==> config.mk <==
export PLATFORM = sky130hd
export DESIGN_NAME = power_mode_reset_control
export DESIGN_NICKNAME = d
export VERILOG_FILES = /design/src/hdl/pwr_mode_pkg.sv /design/src/hdl/power_mode_reset_control.sv
export SDC_FILE = /design/constraint.sdc
export NUM_CORES = 1
export LEC_CHECK = 0
export BUFFER_PORTS_ARGS = -buffer_cell sky130_fd_sc_hd__buf_4
export CORE_ASPECT_RATIO = 1.25
export CORE_MARGIN = 4
export CORE_UTILIZATION = 62
export CTS_BUF_LIST = sky130_fd_sc_hd__clkbuf_16
export DETAILED_ROUTE_END_ITERATION = 12
export GPL_TIMING_DRIVEN = 0
export HOLD_SLACK_MARGIN = 0.1
export PLACE_DENSITY_LB_ADDON = 0.3
export SLEW_MARGIN = 30
export SYNTH_ARGS = -nofsm -noshare
export SYNTH_HDL_FRONTEND = slang
export SYNTH_SLANG_ARGS = --single-unit
==> constraint.sdc <==
create_clock -name clk -period 4.2 [get_ports clk]
set_clock_uncertainty 0.2 [all_clocks]
set_input_delay 0.63 -clock clk [delete_from_list [all_inputs] [get_ports clk]]
set_output_delay 0.63 -clock clk [all_outputs]
set_load 0.01 [all_outputs]
==> src/hdl/pwr_mode_pkg.sv <==
// Constants for the power mode and reset controller.
// Assumes a 250 MHz clock and a plain register port with one-cycle read latency.
package pwr_mode_pkg;
	// ----------------------------------------
	// Register offsets (8-bit address)
	// ----------------------------------------
	localparam logic [7:0] ADDR_STATUS = 8'h00;
	localparam logic [7:0] ADDR_CONV_CTRL = 8'h01;
	localparam logic [7:0] ADDR_ERROR_EN = 8'h02;
	localparam logic [7:0] ADDR_STBY_KEEP = 8'h03;
	localparam logic [7:0] ADDR_CHANNEL0 = 8'h04;
	localparam logic [7:0] ADDR_SETUP0 = 8'h05;
	localparam logic [7:0] ADDR_FILTER0 = 8'h06;
	localparam logic [7:0] ADDR_OUTPUTS = 8'h07;
	// ----------------------------------------
	// Reset values
	// ----------------------------------------
	localparam logic [15:0] CONV_CTRL_RST = 16'h4000;
	localparam logic [15:0] ERROR_EN_RST = 16'h0001;
	localparam logic [15:0] STBY_KEEP_RST = 16'h0000;
	localparam logic [23:0] CHANNEL0_RST = 24'h80_0001;
	localparam logic [15:0] SETUP0_RST = 16'h0000;
	localparam logic [15:0] FILTER0_RST = 16'h0030;
	localparam logic [15:0] OUTPUTS_RST = 16'h0000;
	// ----------------------------------------
	// Field positions
	// ----------------------------------------
	localparam int MODE_LSB = 2;
	localparam int STATUS_RDY_BIT = 7;
	localparam int STATUS_DIP_BIT = 4;
	localparam int ERR_OSC_NEED_LSB = 1;
	localparam int KEEP_PIN_OUT = 0;
	localparam int KEEP_CHECKS = 1;
	localparam int KEEP_OUTPUTS = 2;
	localparam int KEEP_SWITCH = 3;
	localparam int KEEP_BURNOUT = 4;
	localparam int KEEP_BIAS = 5;
	localparam int KEEP_EXC = 6;
	localparam int KEEP_REF_HOLD = 7;
	localparam int KEEP_INT_REF = 8;
	localparam int CTRL_INT_REF_EN = 8;
	// ----------------------------------------
	// Mode codes
	// ----------------------------------------
	localparam logic [3:0] MODE_CONT = 4'h0;
	localparam logic [3:0] MODE_STANDBY = 4'h2;
	localparam logic [3:0] MODE_POWER_DOWN = 4'h3;
	localparam logic [3:0] MODE_IDLE = 4'h4;
	// ----------------------------------------
	// Software reset pattern length
	// ----------------------------------------
	localparam int SW_RESET_ONES = 64;
endpackage

==> src/hdl/power_mode_reset_control.sv <==
// Power mode, reset and standby keep control of a sigma-delta converter.
// Assumes inputs synchronous to clk; serial bits arrive as one-cycle strobes.
`timescale 1ns/10ps
`default_nettype none
// Function
// - Digital supply first applied resets configuration
// - Digital supply or regulator dip resets
// - Dip flag set, cleared by status read
// - Channel 0 defaults: enabled, inputs 0/1
// - Setup 0 defaults: currents off, gain 1
// - Filter 0 default sinc3, rate 0x30
// - Converter control defaults as listed
// - Only early-transaction check enabled after reset
// - Mode codes 2,3,4: standby, down, idle
// - Power-down powers off every block
// - Power-down only from standby, else continuous
// - Idle holds modulator and filter reset
// - New mode code leaves idle or standby
// - Standby keeps registers, ready bar high
// - Standby indication onto output pin two
// - Keep checks and oscillator in standby
// - Keep general outputs in standby
// - Keep power switch in standby
// - Keep open-wire current in standby
// - Keep bias generator and excitation
// - Internal reference needs both keep bits
// - 64 consecutive ones cause software reset
module power_mode_reset_control (
	// Clock and reset
	input wire logic clk,
	input wire logic reset_n,
	// Supply monitors
	input wire logic digital_io_supply_ok,
	input wire logic digital_reg_ok,
	input wire logic analog_supply_ok,
	// Serial input bit stream
	input wire logic serial_bit_valid,
	input wire logic serial_bit,
	// Register port
	input wire logic [7:0] reg_addr,
	input wire logic [23:0] reg_wdata,
	input wire logic reg_wr,
	input wire logic reg_rd,
	output logic [23:0] reg_rdata,
	// Converter status
	input wire logic conv_result_ready,
	// Block enables
	output logic modulator_reset,
	output logic filter_reset,
	output logic analog_power_en,
	output logic checks_en,
	output logic oscillator_en,
	output logic general_outputs_en,
	output logic power_switch_en,
	output logic open_wire_current_en,
	output logic bias_gen_en,
	output logic excitation_en,
	output logic internal_reference_en,
	output logic general_output_pin_two,
	output logic in_power_down,
	output logic in_standby
);
	// ----------------------------------------
	// State
	// ----------------------------------------
	logic [15:0] conv_ctrl_ff, nxt_conv_ctrl; // Converter control
	logic [15:0] error_en_ff, nxt_error_en; // Check enables
	logic [15:0] stby_keep_ff, nxt_stby_keep; // Standby keep bits
	logic [23:0] channel0_ff, nxt_channel0; // Channel slot 0
	logic [15:0] setup0_ff, nxt_setup0; // Setup 0
	logic [15:0] filter0_ff, nxt_filter0; // Filter 0
	logic [15:0] outputs_ff, nxt_outputs; // General output control
	logic dip_flag_ff, nxt_dip_flag; // Sticky supply dip flag
	logic [6:0] ones_cnt_ff, nxt_ones_cnt; // Consecutive ones
	logic [23:0] rdata_nxt; // Read data next
	logic supply_ok; // Digital side healthy
	logic sw_reset; // Software reset pulse
	logic [3:0] mode; // Current mode field
	logic standby; // In standby
	logic [15:0] ctrl_after_write; // Written control value
	// Registered enables, one flop per output
	logic nxt_mod_rst, mod_rst_ff; // Modulator reset
	logic nxt_filt_rst, filt_rst_ff; // Filter reset
	logic nxt_analog_on, analog_on_ff; // Analog side enable
	logic nxt_checks_on, checks_on_ff; // Diagnostics enable
	logic nxt_osc_on, osc_on_ff; // Oscillator enable
	logic nxt_outs_on, outs_on_ff; // General outputs enable
	logic nxt_switch_on, switch_on_ff; // Bridge switch enable
	logic nxt_wire_cur_on, wire_cur_on_ff; // Open-wire current enable
	logic nxt_bias_on, bias_on_ff; // Bias generator enable
	logic nxt_exc_on, exc_on_ff; // Excitation enable
	logic nxt_iref_on, iref_on_ff; // Internal reference enable
	logic nxt_pin_two, pin_two_ff; // Output pin two level
	logic nxt_down, down_ff; // Power-down indication
	logic nxt_stby_flag, stby_flag_ff; // Standby indication
	logic is_down; // Mode is power-down
	logic is_idle; // Mode is idle
	logic osc_checks_on; // An enabled check needs the oscillator

	// Mode field position, named once for the part-selects below
	localparam int MODE_LSB_C = pwr_mode_pkg::MODE_LSB;

	// Digital supply or regulator loss resets; analog dips ignored
	assign supply_ok = digital_io_supply_ok & digital_reg_ok;
	// Mode field decode shared by writes, reads and enables
	assign mode = conv_ctrl_ff[MODE_LSB_C +: 4];
	assign standby = (mode == pwr_mode_pkg::MODE_STANDBY);

	// ----------------------------------------
	// Software reset detector
	// ----------------------------------------
	// Counts ones; any zero restarts the run
	// The count restarts after each reset pulse, so a longer run
	// of ones resets again only after another full pattern
	always_comb begin
		nxt_ones_cnt = ones_cnt_ff;
		sw_reset = 1'b0;
		if (serial_bit_valid) begin
			if (!serial_bit) begin
				nxt_ones_cnt = 7'h00;
			end else if (ones_cnt_ff == 7'(pwr_mode_pkg::SW_RESET_ONES - 1)) begin
				nxt_ones_cnt = 7'h00;
				sw_reset = 1'b1;
			end else begin
				nxt_ones_cnt = ones_cnt_ff + 7'h01;
			end
		end
	end

	// Ones counter register
	always_ff @(posedge clk) begin
		if (!reset_n || !supply_ok) begin
			ones_cnt_ff <= 7'h00;
		end else begin
			ones_cnt_ff <= nxt_ones_cnt;
		end
	end

	// ----------------------------------------
	// Register file
	// ----------------------------------------
	// Mode write filter: power-down only from standby
	// A stray power-down code from a running mode lands as
	// continuous conversion, so the part never drops out by accident
	always_comb begin
		ctrl_after_write = reg_wdata[15:0];
		if (reg_wdata[MODE_LSB_C +: 4] == pwr_mode_pkg::MODE_POWER_DOWN && !standby) begin
			ctrl_after_write[MODE_LSB_C +: 4] = pwr_mode_pkg::MODE_CONT;
		end
	end

	// Next register values
	always_comb begin
		nxt_conv_ctrl = conv_ctrl_ff;
		nxt_error_en = error_en_ff;
		nxt_stby_keep = stby_keep_ff;
		nxt_channel0 = channel0_ff;
		nxt_setup0 = setup0_ff;
		nxt_filter0 = filter0_ff;
		nxt_outputs = outputs_ff;
		nxt_dip_flag = dip_flag_ff;
		// Status read clears the dip flag
		if (reg_rd && reg_addr == pwr_mode_pkg::ADDR_STATUS) begin
			nxt_dip_flag = 1'b0;
		end
		// Power-down ignores writes until reset
		if (reg_wr && mode != pwr_mode_pkg::MODE_POWER_DOWN) begin
			unique case (reg_addr)
				pwr_mode_pkg::ADDR_CONV_CTRL: begin
					nxt_conv_ctrl = ctrl_after_write;
				end
				pwr_mode_pkg::ADDR_ERROR_EN: nxt_error_en = reg_wdata[15:0];
				pwr_mode_pkg::ADDR_STBY_KEEP: nxt_stby_keep = reg_wdata[15:0];
				pwr_mode_pkg::ADDR_CHANNEL0: nxt_channel0 = reg_wdata;
				pwr_mode_pkg::ADDR_SETUP0: nxt_setup0 = reg_wdata[15:0];
				pwr_mode_pkg::ADDR_FILTER0: nxt_filter0 = reg_wdata[15:0];
				pwr_mode_pkg::ADDR_OUTPUTS: nxt_outputs = reg_wdata[15:0];
				default: begin
				end
			endcase
		end
	end

	// Register file: power-on and software reset load one default set
	always_ff @(posedge clk) begin
		if (!reset_n || !supply_ok || sw_reset) begin
			conv_ctrl_ff <= pwr_mode_pkg::CONV_CTRL_RST;
			error_en_ff <= pwr_mode_pkg::ERROR_EN_RST;
			stby_keep_ff <= pwr_mode_pkg::STBY_KEEP_RST;
			channel0_ff <= pwr_mode_pkg::CHANNEL0_RST;
			setup0_ff <= pwr_mode_pkg::SETUP0_RST;
			filter0_ff <= pwr_mode_pkg::FILTER0_RST;
			outputs_ff <= pwr_mode_pkg::OUTPUTS_RST;
		end else begin
			conv_ctrl_ff <= nxt_conv_ctrl;
			error_en_ff <= nxt_error_en;
			stby_keep_ff <= nxt_stby_keep;
			channel0_ff <= nxt_channel0;
			setup0_ff <= nxt_setup0;
			filter0_ff <= nxt_filter0;
			outputs_ff <= nxt_outputs;
		end
	end

	// Dip flag: set by any reset event, set wins over read clear
	// A status read in the same cycle as a reset leaves the flag set
	always_ff @(posedge clk) begin
		if (!reset_n || !supply_ok || sw_reset) begin
			dip_flag_ff <= 1'b1;
		end else begin
			dip_flag_ff <= nxt_dip_flag;
		end
	end

	// ----------------------------------------
	// Read path
	// ----------------------------------------
	// Read data mux; unmapped reads zero
	// Data stand for the one cycle after the read and are zero otherwise
	always_comb begin
		rdata_nxt = 24'h00_0000;
		if (reg_rd) begin
			unique case (reg_addr)
				pwr_mode_pkg::ADDR_STATUS: begin
					// Ready bar forced high in standby
					rdata_nxt[pwr_mode_pkg::STATUS_RDY_BIT] = standby | ~conv_result_ready;
					rdata_nxt[pwr_mode_pkg::STATUS_DIP_BIT] = dip_flag_ff;
				end
				pwr_mode_pkg::ADDR_CONV_CTRL: rdata_nxt[15:0] = conv_ctrl_ff;
				pwr_mode_pkg::ADDR_ERROR_EN: rdata_nxt[15:0] = error_en_ff;
				pwr_mode_pkg::ADDR_STBY_KEEP: rdata_nxt[15:0] = stby_keep_ff;
				pwr_mode_pkg::ADDR_CHANNEL0: rdata_nxt = channel0_ff;
				pwr_mode_pkg::ADDR_SETUP0: rdata_nxt[15:0] = setup0_ff;
				pwr_mode_pkg::ADDR_FILTER0: rdata_nxt[15:0] = filter0_ff;
				pwr_mode_pkg::ADDR_OUTPUTS: rdata_nxt[15:0] = outputs_ff;
				default: begin
				end
			endcase
		end
	end

	// Read data register
	always_ff @(posedge clk) begin
		if (!reset_n) begin
			reg_rdata <= 24'h00_0000;
		end else begin
			reg_rdata <= rdata_nxt;
		end
	end

	// ----------------------------------------
	// Block enables
	// ----------------------------------------
	// Continuous conversion runs every block the control word allows.
	// Idle only holds the converter core in reset; registers stay.
	// Standby also drops the analog side, except for the blocks
	// whose keep bit is set. Power-down silences every block, keep
	// bits included, until a reset brings the part back; pin two
	// still follows its data bit unless it shows standby.
	// All enables are registered, so they follow a mode write
	// one cycle after the write edge.

	// A block stays on outside standby, or in standby with its keep bit
	function automatic logic kept_on(input logic in_stby, input logic keep_bit);
		// Keep bits only matter in standby
		return ~in_stby | keep_bit;
	endfunction

	// Mode classes shared by several enables
	assign is_down = (mode == pwr_mode_pkg::MODE_POWER_DOWN);
	assign is_idle = (mode == pwr_mode_pkg::MODE_IDLE);

	// Oscillator demand: any enabled check above the early-transaction one
	assign osc_checks_on = |error_en_ff[15:pwr_mode_pkg::ERR_OSC_NEED_LSB];

	// Next enables from mode and keep bits
	always_comb begin
		// Converter core held in reset outside conversion
		nxt_mod_rst = is_idle | standby | is_down;
		nxt_filt_rst = is_idle | standby | is_down;
		// Analog side off in standby and power-down
		nxt_analog_on = ~(standby | is_down);
		// Diagnostics, and the oscillator they need
		nxt_checks_on = ~is_down & kept_on(standby, stby_keep_ff[pwr_mode_pkg::KEEP_CHECKS]);
		nxt_osc_on = ~is_down & kept_on(standby, stby_keep_ff[pwr_mode_pkg::KEEP_CHECKS]
			& osc_checks_on);
		// Output pins and bridge switch
		nxt_outs_on = ~is_down & kept_on(standby, stby_keep_ff[pwr_mode_pkg::KEEP_OUTPUTS]);
		nxt_switch_on = ~is_down & kept_on(standby, stby_keep_ff[pwr_mode_pkg::KEEP_SWITCH]);
		// Sensor currents and bias
		nxt_wire_cur_on = ~is_down & kept_on(standby, stby_keep_ff[pwr_mode_pkg::KEEP_BURNOUT]);
		nxt_bias_on = ~is_down & kept_on(standby, stby_keep_ff[pwr_mode_pkg::KEEP_BIAS]);
		nxt_exc_on = ~is_down & kept_on(standby, stby_keep_ff[pwr_mode_pkg::KEEP_EXC]);
		// Internal reference: enabled by control, kept only with both bits
		nxt_iref_on = ~is_down & conv_ctrl_ff[pwr_mode_pkg::CTRL_INT_REF_EN]
			& kept_on(standby, stby_keep_ff[pwr_mode_pkg::KEEP_REF_HOLD]
			& stby_keep_ff[pwr_mode_pkg::KEEP_INT_REF]);
		// Pin two shows standby when asked, else its data bit
		if (stby_keep_ff[pwr_mode_pkg::KEEP_PIN_OUT]) begin
			nxt_pin_two = standby;
		end else begin
			nxt_pin_two = outputs_ff[0];
		end
		// Mode indications
		nxt_down = is_down;
		nxt_stby_flag = standby;
	end

	// ----------------------------------------
	// Output registers
	// ----------------------------------------
	// Enable flops; reset leaves the analog side on and the rest off
	always_ff @(posedge clk) begin
		if (!reset_n) begin
			// Core resets low, analog side powered
			mod_rst_ff <= 1'b0;
			filt_rst_ff <= 1'b0;
			analog_on_ff <= 1'b1;
			// Keepable blocks off until the first decode
			checks_on_ff <= 1'b0;
			osc_on_ff <= 1'b0;
			outs_on_ff <= 1'b0;
			switch_on_ff <= 1'b0;
			wire_cur_on_ff <= 1'b0;
			bias_on_ff <= 1'b0;
			exc_on_ff <= 1'b0;
			iref_on_ff <= 1'b0;
			pin_two_ff <= 1'b0;
			// Indications clear
			down_ff <= 1'b0;
			stby_flag_ff <= 1'b0;
		end else begin
			// Follow the decoded enables
			mod_rst_ff <= nxt_mod_rst;
			filt_rst_ff <= nxt_filt_rst;
			analog_on_ff <= nxt_analog_on;
			checks_on_ff <= nxt_checks_on;
			osc_on_ff <= nxt_osc_on;
			outs_on_ff <= nxt_outs_on;
			switch_on_ff <= nxt_switch_on;
			wire_cur_on_ff <= nxt_wire_cur_on;
			bias_on_ff <= nxt_bias_on;
			exc_on_ff <= nxt_exc_on;
			iref_on_ff <= nxt_iref_on;
			pin_two_ff <= nxt_pin_two;
			down_ff <= nxt_down;
			stby_flag_ff <= nxt_stby_flag;
		end
	end

	// Every output straight from its flop
	// Converter core
	assign modulator_reset = mod_rst_ff;
	assign filter_reset = filt_rst_ff;

	// Power and clocks
	assign analog_power_en = analog_on_ff;
	assign checks_en = checks_on_ff;
	assign oscillator_en = osc_on_ff;

	// Keepable blocks
	assign general_outputs_en = outs_on_ff;
	assign power_switch_en = switch_on_ff;
	assign open_wire_current_en = wire_cur_on_ff;
	assign bias_gen_en = bias_on_ff;
	assign excitation_en = exc_on_ff;
	assign internal_reference_en = iref_on_ff;

	// Pin and indications
	assign general_output_pin_two = pin_two_ff;
	assign in_power_down = down_ff;
	assign in_standby = stby_flag_ff;
endmodule
`default_nettype wire

# --- Word-level counts from Yosys, hierarchy flattened ---
# Index checks and enable logic that the tools add are counted.
totals:
  in_bits: 42
  regBits: 165
  elab_cells: 97
op_classes:
  addsub: 1
  mux: 12
  eq_ne: 13
  n_reduce_logical: 19
  bitwise_logic: 28
ops:
  columns: ["operator", "n"]
  rows:
  - ["$pmux 8 s7", 1]
  - ["$eq 8x3->1 const B", 4]
  - ["$pmux 4 s7", 1]
  - ["$eq 8x2->1 const B", 2]
  - ["$pmux 1 s8", 2]
  - ["$reduce_and 2->1", 8]
  - ["$reduce_or 15->1", 1]
  - ["$mux 7", 2]
  - ["$pmux 2 s7", 1]
  - ["$and 1x1->1", 12]
  - ["$eq 4x2->1 const B", 3]
  - ["$or 1x1->1", 12]
  - ["$eq 8x1->1 const B", 1]
  - ["$logic_not 8->1", 1]
  - ["$add 7x1->7 const B", 1]
  - ["$eq 7x6->1 const B", 1]
  - ["$eq 4x3->1 const B", 1]
  - ["$mux 1", 4]
  - ["$mux 4", 1]
  - ["$ne 4x2->1 const B", 1]
  - ["$not 1->1", 4]
  - ["$logic_and 1x1->1", 3]
  - ["$logic_not 1->1", 3]
  - ["$reduce_and 3->1", 1]
  - ["$logic_or 1x1->1", 2]

# --- Depth between registers and ports, before layout ---
depth:
  depth_word: 5
  ltp_mapped: 7
  mapped_depth_nobuf: 5

# --- Worst setup path after synthesis ---
# OpenSTA, ideal clock, no wires.
synth_path:
  path_kind: "input to register"
  from: "in serial_bit_valid"
  to: "reg setup0_ff[0]"
  n_path_buf: 3
  required_ps: 3872
  arrival_time_ps: 2023
  path_slack_ps: 1849
  path_stages: 7
  path_cell_list: "clkbuf_1 > nand2_1 > or4_1 > nand2_1 > buf_2 > buf_1 > nor2_1"
synth_between:
  elab_chain_cells: 2
synth_lines:
  columns: ["element", "line_no", "text"]
  rows:
  - ["start, declared", "power_mode_reset_control.sv:37", "input wire logic serial_bit_valid,"]
  - ["$mux 1", "power_mode_reset_control.sv:118", "if (serial_bit_valid) begin"]
  - ["$logic_or 1x1->1", "power_mode_reset_control.sv:186", "if (!reset_n || !supply_ok || sw_reset) begin"]
  - ["end signal, assigned", "power_mode_reset_control.sv:191", "setup0_ff <= pwr_mode_pkg::SETUP0_RST;"]
  - ["end signal, assigned", "power_mode_reset_control.sv:199", "setup0_ff <= nxt_setup0;"]
  - ["end, declared", "power_mode_reset_control.sv:70", "logic [15:0] setup0_ff, nxt_setup0;"]
# Every way passes these cells.
# A chain may end at the register's enable or synchronous reset.

# --- Worst setup path after layout ---
layout_path:
  from: "reg ones_cnt_ff[0]"
  to: "reg setup0_ff[4]"
layout_between:
  elab_chain_cells: 5
layout_lines:
  columns: ["element", "line_no", "text"]
  rows:
  - ["start, declared", "power_mode_reset_control.sv:74", "logic [6:0] ones_cnt_ff, nxt_ones_cnt;"]
  - ["start signal, assigned", "power_mode_reset_control.sv:135", "ones_cnt_ff <= nxt_ones_cnt;"]
  - ["$eq 7x6->1", "power_mode_reset_control.sv:121", "end else if (ones_cnt_ff == 7'(pwr_mode_pkg::SW_RESET_ONES - 1)) begin"]
  - ["$mux 1", "power_mode_reset_control.sv:121", null]
  - ["$mux 1", "power_mode_reset_control.sv:119", "if (!serial_bit) begin"]
  - ["$mux 1", "power_mode_reset_control.sv:118", null]
  - ["$logic_or 1x1->1", "power_mode_reset_control.sv:186", null]
# Every way passes these cells.

==> flow_summary.json <==
{
  "gp_congestion": 1.01,
  "required_ns": 4.30,
  "cts_root_buf": "clkbuf_16",
  "ys_seq_area_frac": 0.483,
  "synth_fa_ha_area_frac": 0.00183,
  "ff2ff_setup_slack_ns": 1.39,
  "end_kind": "flip-flop",
  "synth_area_um2": 6840,
  "tritoncts": "built",
  "finalCritPeriodShare": 0.670,
  "ys.flop_type": "dfxtp_1",
  "grt_pass1_vias": 5748,
  "fin_crit_ns": 2.81,
  "numPlacedInstances": 896,
  "cts.sinks": 165,
  "dieArea_um2": 12800,
  "core-area_um2": 10700,
  "antenna_cells": 0,
  "finalMaxSlewViolations": 0,
  "rsz0062_at_grt": "false",
  "globalRouteTotalUtil": 0.314,
  "clk_path_buf_depth": 2,
  "worst_slack_ns": 1.39,
  "nNetsFinal": 826,
  "ys_async_sr_fraction": 0,
  "max_freq_ghz": 0.355,
  "synthSimpleGateAreaFrac": 0.173,
  "r2r_cells": 7,
  "clkTransAtPathRegs_ns": 0.07,
  "r2r-end": "setup0_ff[4]$_SDFFE_PP0P_",
  "synth-edff-count": 0,
  "overflow": 0,
  "startpoint_type": "flip-flop",
  "hold_buffers": 0,
  "critical_path_class": "flip-flop to flip-flop",
  "synth_mux_area_frac": 0.215,
  "cp_data_arrival_time_ns": 2.91,
  "post_dp_cell_area_um2": 7550,
  "max-vdd-ir-drop_mv": 0.312,
  "worst_slew_margin_rel": 0.484,
  "areaGrowthSynthToFinish_pct": 19.2,
  "postRouteAntennaNets": 0,
  "insertion_delay_ns": 0.43,
  "whs_path_depth": 3,
  "crit_path_max_fanout": 10,
  "synth_warnings": 0,
  "cts_setup_buffers": 0,
  "holdPathEnd": "channel0_ff[23]$_SDFFE_PP1P_",
  "vias_per_cell": 6.29,
  "worst_r2r_startpoint": "ones_cnt_ff[0]$_SDFFE_PP0P_",
  "pre_cts_slack_ns": 1.29,
  "synth_top_family_by_area": "multiplexers",
  "synth-seq-cells": 165,
  "initial_core_util": 0.641,
  "setup_tns_ns": 0,
  "avgSynthCellArea_um2": 9.88,
  "holdCritStartpoint": "reg_wdata[23]",
  "final_common_cell": "dfxtp_1",
  "synth_compound_area_frac": 0.0849,
  "final_area_um2": 8150,
  "htree_levels": 4,
  "port_buffers": 72,
  "top_level_ports": 80,
  "hold_violations": 0,
  "drc": 0,
  "maxCapViolations": 0,
  "final_cell_mix": "dfxtp_1 (165), nor2_1 (144), mux2i_1 (131)",
  "drt_pre_antenna_iters": 6,
  "die_w_um": 102,
  "drt-total-wl_mm": 19.6,
  "rows": 42,
  "hpwl_mm": 13.7,
  "ys_types": 56,
  "die_y_um": 125,
  "syn_nets": 735,
  "ctsResizeCount": 0,
  "vias": 5834,
  "grt_max_degree": 17,
  "drt_iter0_markers": 537,
  "p_leak_nw": 3.82,
  "cts_made_buffers": 17,
  "fin_util": 0.764,
  "fin_cells": 928,
  "setup_viol": 0,
  "syn_inst": 692,
  "grt_pass1_wl_mm": 30.7,
  "status": "finished, final reports clean",
  "synth_xor_area_frac": 0.00513,
  "drive_gt1_frac": 0.182,
  "p_per_area_nw_per_um2": 405,
  "hp-class": "input pin to flip-flop",
  "grt_antenna_before_repair": 0,
  "wl_per_cell_um": 21.1,
  "worst_pin_slew_ns": 0.771
}
where the power goes:
part / switching [mW] / total, mW / internal [mW] / leakage [nW]
sequential: 0.00140 / 1.57 / 1.57 / 1.33
combinational: 0.115 / 0.174 / 0.0589 / 2.21
clock: 0.669 / 1.56 / 0.889 / 0.280
total: 0.786 / 3.30 / 2.52 / 3.82
logic make-up (layout without fill, tap and decap cells):
logic type               Yosys count  in the layout
XOR/XNOR                           4              4
flip-flops                       165            165
adder cells (fa/ha/maj)            1              1
AO/OA/AOI/OAI                     80             80
multiplexers                     141            141
AND/OR/NAND/NOR                  243            243
buffers and inverters             58            162
worst max path at each step:
stage	startpoint	to
3_5_place_dp	reg_addr[1]	conv_ctrl_ff[9]$_SDFFE_PP0P_
4_1_cts	ones_cnt_ff[0]$_SDFFE_PP0P_	setup0_ff[4]$_SDFFE_PP0P_
2_1_floorplan	serial_bit_valid	setup0_ff[0]$_SDFFE_PP0P_
6_report	ones_cnt_ff[0]$_SDFFE_PP0P_	setup0_ff[4]$_SDFFE_PP0P_
5_1_grt	ones_cnt_ff[0]$_SDFFE_PP0P_	setup0_ff[4]$_SDFFE_PP0P_
3_3_place_gp	reg_addr[0]	channel0_ff[7]$_SDFFE_PP0P_
stage by stage:
step / power (mW) / hold slack, ns
floorplan: 1.69 / 0.220
global placement: 1.77 / 0.230
detailed placement: 1.77 / 0.239
CTS: 3.30 / 0.212
global route: 3.38 / 0.217
finish: 3.30 / 0.216
area by class of cell:
cell class / instances / area, µm²
clock buffers: 17 / 425
flip-flops and latches: 165 / 3300
inverters: 7 / 26.3
repair buffers: 72 / 541
clock inverters: 15 / 170
plain buffers: 51 / 224
well taps: 132 / 165
multi-input cells: 469 / 3290
fillers: 763 / 2520
critical path: stages (launching register included):
cell,delay (ns)
dfxtp_1,0.37
ha_1,0.19
nand3_1,0.17
or4_1,0.57
nand2_1,0.27
buf_2,0.34
buf_1,0.46
nor2_1,0.12
registers in the layout, indices dropped and copies added (netlist names), 7 cells and up:
signal and count:
error_en_ff 16, channel0_ff 24, ones_cnt_ff 7, conv_ctrl_ff 16, setup0_ff 16, reg_rdata 24
filter0_ff 16, stby_keep_ff 16, outputs_ff 16
layer usage:
| layer | share of wire | track usage | up-vias |
|---|---|---|---|
| li1 | - | - | 2613 |
| met1 | 0.38 | 0.389 | 2787 |
| met2 | 0.47 | 0.492 | 339 |
| met3 | 0.083 | 0.0646 | 95 |
| met4 | 0.065 | 0.198 | 0 |
| met5 | 0 | 0 | - |
synth_stat cells (4+ instances only):
cell | instances | area, µm²
a21oi_1 | 23 | 115
a221oi_1 | 7 | 61.3
a22o_1 | 8 | 70.1
a22oi_1 | 7 | 52.6
a32oi_1 | 7 | 61.3
and2_1 | 13 | 81.3
buf_1 | 7 | 26.3
buf_2 | 23 | 115
clkbuf_1 | 20 | 75.1
dfxtp_1 | 165 | 3300
inv_1 | 7 | 26.3
mux2_2 | 6 | 67.6
mux2i_1 | 131 | 1310
mux4_2 | 4 | 90.1
nand2_1 | 24 | 90.1
nand2b_1 | 4 | 25.0
nand3_1 | 5 | 25.0
nand4_1 | 8 | 50.1
nor2_1 | 144 | 541
nor2b_1 | 11 | 68.8
nor3_1 | 7 | 35.0
o2bb2ai_1 | 4 | 35.0
(Power assumes the default switching activity.)
